**src/pkg/adc_seq_pkg.sv**
```systemverilog
/*
  Shared constants for the converter input-channel sequencer and its host end:
  control word layout, sequencing modes, input configurations.
  Assumes a single 50 MHz system clock on both ends.
*/
package adc_seq_pkg;
  localparam int CTRL_W            = 12;
  localparam int SHADOW_W          = 8;
  localparam int CH_W              = 3;
  // Control word field positions
  localparam int POS_ADDR_LSB      = 0;
  localparam int POS_ADDR_MSB      = 2;
  localparam int POS_REF           = 3;
  localparam int POS_SHADOW_ENABLE_BIT          = 4;
  localparam int POS_SEQ           = 5;
  localparam int POS_CFG_LOW       = 6;
  localparam int POS_CFG_HIGH      = 7;
  localparam logic [CTRL_W-1:0]   CTRL_RESET   = 12'h000;
  localparam logic [SHADOW_W-1:0] SHADOW_RESET = 8'h00;
  localparam logic [CH_W-1:0]     COMMON_CH    = 3'h7;
  localparam logic [CH_W-1:0]     FIRST_CH     = 3'h0;
  // Sequencing bits as {sequence_select_bit, shadow_enable_bit}
  localparam logic [1:0] SEQ_SINGLE  = 2'h0;
  localparam logic [1:0] SEQ_PROG    = 2'h1;
  localparam logic [1:0] SEQ_KEEP    = 2'h2;
  localparam logic [1:0] SEQ_CONSEC  = 2'h3;
  // Input configurations as {input_config_bit_low, input_config_bit_high}
  localparam logic [1:0] CFG_SINGLE_ENDED = 2'h0;
  localparam logic [1:0] CFG_FULL_DIFF    = 2'h1;
  localparam logic [1:0] CFG_PSEUDO_PAIRS = 2'h2;
  localparam logic [1:0] CFG_PSEUDO_SEVEN = 2'h3;
  // Pin synchroniser depth
  localparam int SYNC_STAGES = 3;

  typedef enum logic [1:0] {
    MODE_SINGLE,
    MODE_PROG,
    MODE_CONSEC
  } run_mode_t;
endpackage

```
**src/pkg/adc_seq_if.sv**
```systemverilog
/*
  Pins between the host and the converter control logic.
  Assumes both ends run on the same clock; the device still synchronises
  the strobes since on a board they come from pins.
*/
`timescale 1ns/100ps
interface adc_seq_if;
  import adc_seq_pkg::*;
  logic              wr_n;
  logic              shadow_sel;
  logic [CTRL_W-1:0] data;
  logic              conversion_start_n;
  logic              busy;

  modport device_end (
    input  wr_n,
    input  shadow_sel,
    input  data,
    input  conversion_start_n,
    output busy
  );
  modport host_end (
    output wr_n,
    output shadow_sel,
    output data,
    output conversion_start_n,
    input  busy
  );
endinterface

```
**src/rtl/adc_seq_device.sv**
```systemverilog
/*
  Converter-side control: control and shadow registers, input configuration
  decode, reference select and the channel sequencer driven by the start strobe.
  Assumes a host on adc_seq_if; strobes are asynchronous pins.
*/
`timescale 1ns/100ps
module adc_seq_device
  import adc_seq_pkg::*;
#(
  parameter int CONV_CYCLES = 16
) (
  input  wire logic            i_sys_clk,
  input  wire logic            i_rstn,
  adc_seq_if.device_end        link,
  output logic [CH_W-1:0]      o_pos_ch,
  output logic [CH_W-1:0]      o_neg_ch,
  output logic                 o_neg_is_common,
  output logic                 o_neg_is_ground,
  output logic                 o_internal_ref,
  output logic [1:0]           o_input_config,
  output logic                 o_sample_strobe,
  output logic [CH_W-1:0]      o_sampled_ch
);
  logic [SYNC_STAGES-1:0] wr_sync_r;
  logic [SYNC_STAGES-1:0] cs_sync_r;
  logic                   wr_n_r;
  logic                   cs_n_r;
  logic                   wr_rise;
  logic                   cs_fall;
  logic [CTRL_W-1:0]      data_r;
  logic                   shadow_sel_r;
  logic [CTRL_W-1:0]      ctrl_r;
  logic [SHADOW_W-1:0]    shadow_r;
  run_mode_t              mode_r;
  logic [CH_W-1:0]        ptr_r;
  logic [CH_W-1:0]        ptr_nxt;
  logic [CH_W-1:0]        last_ch_r;
  logic                   conv_done;
  logic [7:0]             conv_cnt_r;
  logic                   busy_r;
  logic [CH_W-1:0]        low_sel;
  logic [CH_W-1:0]        next_sel;
  logic                   next_found;
  logic [1:0]             wr_seq;
  logic                   ctrl_wr;
  logic                   shadow_wr;

  // Three stages; a change counts once stages two and three agree
  always_ff @(posedge i_sys_clk) begin
    if (!i_rstn) begin
      wr_sync_r <= '1;
      cs_sync_r <= '1;
      wr_n_r    <= 1'b1;
      cs_n_r    <= 1'b1;
    end else begin
      wr_sync_r <= {wr_sync_r[SYNC_STAGES-2:0], link.wr_n};
      cs_sync_r <= {cs_sync_r[SYNC_STAGES-2:0], link.conversion_start_n};
      if (wr_sync_r[1] == wr_sync_r[2])
        wr_n_r <= wr_sync_r[2];
      if (cs_sync_r[1] == cs_sync_r[2])
        cs_n_r <= cs_sync_r[2];
    end
  end

  // Data and target are held across the strobe, so sampling them while
  // the strobe is low keeps them aligned with the delayed rising edge
  always_ff @(posedge i_sys_clk) begin
    if (!i_rstn) begin
      data_r       <= CTRL_RESET;
      shadow_sel_r <= 1'b0;
    end else if (!wr_n_r) begin
      data_r       <= link.data;
      shadow_sel_r <= link.shadow_sel;
    end
  end

  assign wr_rise   = !wr_n_r && wr_sync_r[1] && wr_sync_r[2];
  assign cs_fall   = cs_n_r && !cs_sync_r[1] && !cs_sync_r[2];
  assign ctrl_wr   = wr_rise && !shadow_sel_r;
  assign shadow_wr = wr_rise && shadow_sel_r;
  assign wr_seq    = {data_r[POS_SEQ], data_r[POS_SHADOW_ENABLE_BIT]};

  // Bits 1,0 leave the running program untouched
  always_ff @(posedge i_sys_clk) begin
    if (!i_rstn)
      ctrl_r <= CTRL_RESET;
    else if (ctrl_wr) begin
      ctrl_r <= data_r;
      if (wr_seq == SEQ_KEEP)
        ctrl_r[POS_SEQ:POS_SHADOW_ENABLE_BIT] <= ctrl_r[POS_SEQ:POS_SHADOW_ENABLE_BIT];
    end
  end

  always_ff @(posedge i_sys_clk) begin
    if (!i_rstn)
      shadow_r <= SHADOW_RESET;
    else if (shadow_wr)
      shadow_r <= data_r[SHADOW_W-1:0];
  end

  // Lowest set bit, and next set bit above the pointer
  always_comb begin
    low_sel    = FIRST_CH;
    next_sel   = FIRST_CH;
    next_found = 1'b0;
    for (int i = SHADOW_W - 1; i >= 0; i--) begin
      if (shadow_r[i])
        low_sel = CH_W'(i);
      if (shadow_r[i] && CH_W'(i) > ptr_r) begin
        next_sel   = CH_W'(i);
        next_found = 1'b1;
      end
    end
  end

  always_comb begin
    ptr_nxt = ptr_r;
    case (mode_r)
      MODE_SINGLE: ptr_nxt = ctrl_r[POS_ADDR_MSB:POS_ADDR_LSB];
      MODE_PROG:   ptr_nxt = next_found ? next_sel : low_sel;
      MODE_CONSEC: ptr_nxt = (ptr_r >= last_ch_r) ? FIRST_CH
                                                  : ptr_r + 3'h1;
      default:     ptr_nxt = FIRST_CH;
    endcase
  end

  // Mode and pointer: control writes other than 1,0 and shadow writes in program mode restart; completed conversions advance outside single mode
  always_ff @(posedge i_sys_clk) begin
    if (!i_rstn) begin
      mode_r    <= MODE_SINGLE;
      ptr_r     <= FIRST_CH;
      last_ch_r <= FIRST_CH;
    end else if (ctrl_wr && wr_seq != SEQ_KEEP) begin
      last_ch_r <= data_r[POS_ADDR_MSB:POS_ADDR_LSB];
      case (wr_seq)
        SEQ_PROG: begin
          mode_r <= MODE_PROG;
          ptr_r  <= low_sel;
        end
        SEQ_CONSEC: begin
          mode_r <= MODE_CONSEC;
          ptr_r  <= FIRST_CH;
        end
        default: begin
          mode_r <= MODE_SINGLE;
          ptr_r  <= data_r[POS_ADDR_MSB:POS_ADDR_LSB];
        end
      endcase
    end else if (shadow_wr && mode_r == MODE_PROG) begin
      ptr_r <= FIRST_CH;
      for (int i = SHADOW_W - 1; i >= 0; i--)
        if (data_r[i])
          ptr_r <= CH_W'(i);
    end else if (conv_done && mode_r != MODE_SINGLE) begin
      ptr_r <= ptr_nxt;
    end
  end

  // Conversion timer; done pulse comes once per started conversion
  always_ff @(posedge i_sys_clk) begin
    if (!i_rstn) begin
      busy_r       <= 1'b0;
      conv_cnt_r   <= 8'h00;
      o_sampled_ch <= FIRST_CH;
    end else if (cs_fall && !busy_r) begin
      busy_r       <= 1'b1;
      conv_cnt_r   <= 8'(CONV_CYCLES - 1);
      o_sampled_ch <= ptr_r;
    end else if (busy_r) begin
      conv_cnt_r <= conv_cnt_r - 8'h01;
      if (conv_cnt_r == 8'h00)
        busy_r <= 1'b0;
    end
  end

  assign conv_done       = busy_r && conv_cnt_r == 8'h00;
  assign o_sample_strobe = cs_fall && !busy_r;
  assign link.busy       = busy_r;

  // Multiplexer pair from the input configuration
  always_comb begin
    o_input_config  = {ctrl_r[POS_CFG_LOW], ctrl_r[POS_CFG_HIGH]};
    o_internal_ref  = ctrl_r[POS_REF];
    o_pos_ch        = ptr_r;
    o_neg_ch        = COMMON_CH;
    o_neg_is_common = 1'b0;
    o_neg_is_ground = 1'b0;
    case (o_input_config)
      CFG_SINGLE_ENDED: o_neg_is_ground = 1'b1;
      CFG_FULL_DIFF: begin
        o_pos_ch = {ptr_r[1:0], 1'b0};
        o_neg_ch = {ptr_r[1:0], 1'b1};
      end
      CFG_PSEUDO_PAIRS: begin
        o_pos_ch = {ptr_r[1:0], 1'b0};
        o_neg_ch = {ptr_r[1:0], 1'b1};
      end
      CFG_PSEUDO_SEVEN: o_neg_is_common = 1'b1;
      default:          o_neg_is_ground = 1'b1;
    endcase
  end
endmodule // adc_seq_device

```
**src/flat_wrapper.sv**
```systemverilog
// flat-port wrapper written by rule: the top's interface ports become plain ports
module adc_seq_device_flat import adc_seq_pkg::*;
#(
  parameter int CONV_CYCLES = 16
)
  (i_sys_clk, i_rstn, o_pos_ch, o_neg_ch, o_neg_is_common, o_neg_is_ground, o_internal_ref, o_input_config, o_sample_strobe, o_sampled_ch, link_wr_n, link_shadow_sel, link_data, link_conversion_start_n, link_busy);
  adc_seq_if link_i ();
  input  wire logic i_sys_clk;
  input  wire logic i_rstn;
  output logic [CH_W-1:0] o_pos_ch;
  output logic [CH_W-1:0] o_neg_ch;
  output logic o_neg_is_common;
  output logic o_neg_is_ground;
  output logic o_internal_ref;
  output logic [1:0] o_input_config;
  output logic o_sample_strobe;
  output logic [CH_W-1:0] o_sampled_ch;
  input wire logic [$bits(link_i.wr_n)-1:0] link_wr_n;
  input wire logic [$bits(link_i.shadow_sel)-1:0] link_shadow_sel;
  input wire logic [$bits(link_i.data)-1:0] link_data;
  input wire logic [$bits(link_i.conversion_start_n)-1:0] link_conversion_start_n;
  output wire logic [$bits(link_i.busy)-1:0] link_busy;
  assign link_i.wr_n = link_wr_n;
  assign link_i.shadow_sel = link_shadow_sel;
  assign link_i.data = link_data;
  assign link_i.conversion_start_n = link_conversion_start_n;
  assign link_busy = link_i.busy;
  adc_seq_device #(.CONV_CYCLES(CONV_CYCLES)) u_core (.i_sys_clk(i_sys_clk), .i_rstn(i_rstn), .link(link_i), .o_pos_ch(o_pos_ch), .o_neg_ch(o_neg_ch), .o_neg_is_common(o_neg_is_common), .o_neg_is_ground(o_neg_is_ground), .o_internal_ref(o_internal_ref), .o_input_config(o_input_config), .o_sample_strobe(o_sample_strobe), .o_sampled_ch(o_sampled_ch));
endmodule
```
**config.mk**
```make
export PLATFORM = sky130hd
export DESIGN_NAME = adc_seq_device_flat
export DESIGN_NICKNAME = d
export VERILOG_FILES = /design/src/pkg/adc_seq_pkg.sv /design/src/pkg/adc_seq_if.sv /design/src/rtl/adc_seq_device.sv /design/src/flat_wrapper.sv
export SDC_FILE = /design/constraint.sdc
export NUM_CORES = 1
export LEC_CHECK = 0
export ABC_AREA = 1
export BUFFER_PORTS_ARGS = -buffer_cell sky130_fd_sc_hd__buf_4
export CORE_UTILIZATION = 40
export DETAILED_ROUTE_END_ITERATION = 16
export PLACE_DENSITY = 0.66
export SETUP_SLACK_MARGIN = 0.2
export SLEW_MARGIN = 20
export SYNTH_ARGS = -nofsm -noshare
export SYNTH_HDL_FRONTEND = slang
export SYNTH_SLANG_ARGS = --single-unit
```
**constraint.sdc**
```tcl
create_clock -name i_sys_clk -period 1.8 [get_ports i_sys_clk]
set_input_delay 0.36 -clock i_sys_clk [delete_from_list [all_inputs] [get_ports i_sys_clk]]
set_output_delay 0.36 -clock i_sys_clk [all_outputs]
set_load 0.005 [all_outputs]
```
==> results.json <==
{
  "fillCellCount": 611,
  "min_period_ns": 1.70,
  "yosysSeqAreaShare": 0.401,
  "async_reset_ff_frac": 0,
  "crit_type": "reg2reg",
  "cts_sinks": 51,
  "coreArea_um2": 6030,
  "io_pins": 33,
  "slowest_stage": "dfxtp_4",
  "setup_violations": 0,
  "status": "finished clean",
  "clk_pin_slew_worst_paths_ns": 0.09,
  "power.total_mw": 1.92,
  "multi_input_area_um2": 1400,
  "cts_tree": "built",
  "die_h_um": 81.7,
  "fin_skew_ns": 0.00429,
  "power_density_nw_per_um2": 603,
  "drt-wirelength-per-cell_um": 12.6,
  "cpLargestDelayFamily": "simple AND/OR/NAND/NOR gates",
  "grt_start_max_net_pins": 34,
  "syn-cell-area_um2": 2540,
  "ys.warnings.count": 0,
  "synthTopCellsByCount": "dfxtp_1, nand2_1, a21oi_1, inv_1, o21ai_0",
  "die_w_um": 81.7,
  "globalplace.congestion": 0.880,
  "grtUsageTotal": 0.188,
  "cts.path.max_buffers": 2,
  "start_util": 0.422,
  "crit_fanout": 7,
  "cp_data_required_time_ns": 2.04,
  "die_area_um2": 6680,
  "ir_drop_v": 0.000522,
  "grt_overflow": 0,
  "max_freq_mhz": 589,
  "drtAntennaViolNets": 0,
  "htree_levels": 2,
  "hold_viol": 0,
  "vias": 2271,
  "worst_path_most_repeated_cell": "nand2_2",
  "syn-num-nets": 372,
  "layout.nets": 413,
  "wl_um": 5810,
  "rows": 28,
  "drt-initial-drc-count": 126,
  "design_area_um2": 3180,
  "cts_hold_buffers": 0,
  "placed_cell_area_um2": 2870,
  "drc": 0,
  "path_buf_inv": 3,
  "drv_cap": 0,
  "syn_area_per_cell_um2": 7.39,
  "diodes": 0,
  "drv_slew": 0,
  "synthMostInstantiatedCell": "dfxtp_1",
  "yosysTopAreaCell": "dfxtp_1",
  "hold_path.class": "in2reg",
  "rsz0062_at_grt": "yes",
  "grt_first_pass_wirelength_um": 9720,
  "ys.flop_type": "dfxtp_1",
  "crit_chain": "inv_4, ha_4, inv_2, nand4_1, nand2_2, nor2_4, nand2_2, inv_2, nand2_2, nand3_2, nand3_2, nand2_1, a21o_1, a21oi_2",
  "slowest_delay_ns": 0.44,
  "ys_ff_latch": 51,
  "cp-end-kind": "flop",
  "synthTopCellsByArea": "dfxtp_1, a21oi_1, o21ai_0",
  "firstDrtPassIters": 4,
  "synth_cell_type_count": 37,
  "synth_edf_count": 0,
  "clockRootBuffer": "clkbuf_8",
  "area.growth.synth_to_final_pct": 24.8,
  "insertion_delay_ns": 0.30,
  "synth_cells": 344,
  "seq_area_um2": 1030,
  "arrival_ns": 1.94,
  "numCtsBuffers": 5,
  "finalSetupTns_ns": 0,
  "p_leak_nw": 1.31,
  "dp.final_hpwl_um": 4200,
  "viasPerCell": 4.93,
  "setup.worst_path.start_class": "flop",
  "period_share": 0.943,
  "grt_pass1_vias": 2071,
  "antenna_found_initial": 0,
  "drive_gt1_frac": 0.308,
  "portBuffers": 27,
  "netlist.area_leader.share": 0.401
}
-- worst paths after layout --
path                                             to  cells past startpoint  slack, ns                 from
worst max-delay path                u_core.ptr_r[2]                     14       0.10      u_core.ptr_r[1]
worst min-delay path            u_core.wr_sync_r[0]                      2       0.24            link_wr_n
worst max register to register      u_core.ptr_r[2]                     14       0.10      u_core.ptr_r[1]
worst min register to register  u_core.cs_sync_r[1]                      1       0.42  u_core.cs_sync_r[0]
-- registers in the layout, summed over array words and instances, names as in the netlist --
register,count
u_core.wr_n_r,1
u_core.o_sampled_ch,3
u_core.shadow_sel_r,1
u_core.ptr_r,3
u_core.cs_sync_r,3
u_core.wr_sync_r,3
u_core.mode_r,2
u_core.data_r,8
u_core.shadow_r,8
u_core.link.busy,1
u_core.conv_cnt_r,8
u_core.cs_n_r,1
u_core.ctrl_r,6
u_core.last_ch_r,3
-- layer usage --
layer | global-route usage | wire length, um | vias to the layer above | share of wire
met5 | 0 | 0 | - | 0
met4 | 0.0368 | 37 | 0 | 0.0064
met3 | 0.0333 | 166 | 5 | 0.029
met2 | 0.295 | 2580 | 33 | 0.44
met1 | 0.269 | 3020 | 1019 | 0.52
li1 | - | - | 1214 | -
-- final cells by class --
type / count / share of cell area
clock inverter: 2 / 0.00512
sequential: 51 / 0.326
multi-input combinational: 232 / 0.441
tap: 75 / 0.0296
clock buffer: 6 / 0.0260
timing repair buffer: 45 / 0.110
inverter: 50 / 0.0630
-- logic make-up after synthesis --
logic type,share of synthesized area
and+or+nand+nor,0.215
AOI/OAI and AO/OA,0.224
buffers and inverters,0.100
DFF,0.401
adders and majority gates,0.0541
xor gates and xnor gates,0.00344
other,0.00147
-- power breakdown --
| part | internal [mW] | switching (mW) |
|---|---|---|
| combinational | 0.0356 | 0.0386 |
| clock | 0.315 | 0.390 |
| sequential | 1.13 | 0.00430 |
-- through the flow --
step	cells	worst slack [ns]	hold WS [ns]	util
4_1_cts	459	0.128	0.232	0.517
3_5_place_dp	446	0.0309	0.400	0.476
6_report	461	0.103	0.241	0.527
2_1_floorplan	344	0.200	0.393	-
3_3_place_gp	446	0.0727	0.394	0.476
5_1_grt	461	-0.0209	0.223	0.527
-- cells in the final DEF, fill, tap and decap left out, drive strengths merged, types with 3 or more instances in the layout --
cell type  synthesis  routed
nand2             54      54
dfxtp             51      51
inv               49      49
buf                4      45
a21oi             45      45
o21ai             43      43
nor2              32      32
nand3             16      16
ha                11      11
clkbuf             7       6
or2                5       5
a31oi              4       4
o21a               3       3
nor3               3       3
-- what timing repair did --
item / 4_1_cts / 5_1_grt
setup endpoints to repair: 8 / 6
setup buffers: 5 / 2
pin swaps: 11 / 8
gates resized for setup: 34 / 9
endpoints found under the hold margin: 0 / 0
Note: power is estimated with default switching activity, not from simulation.
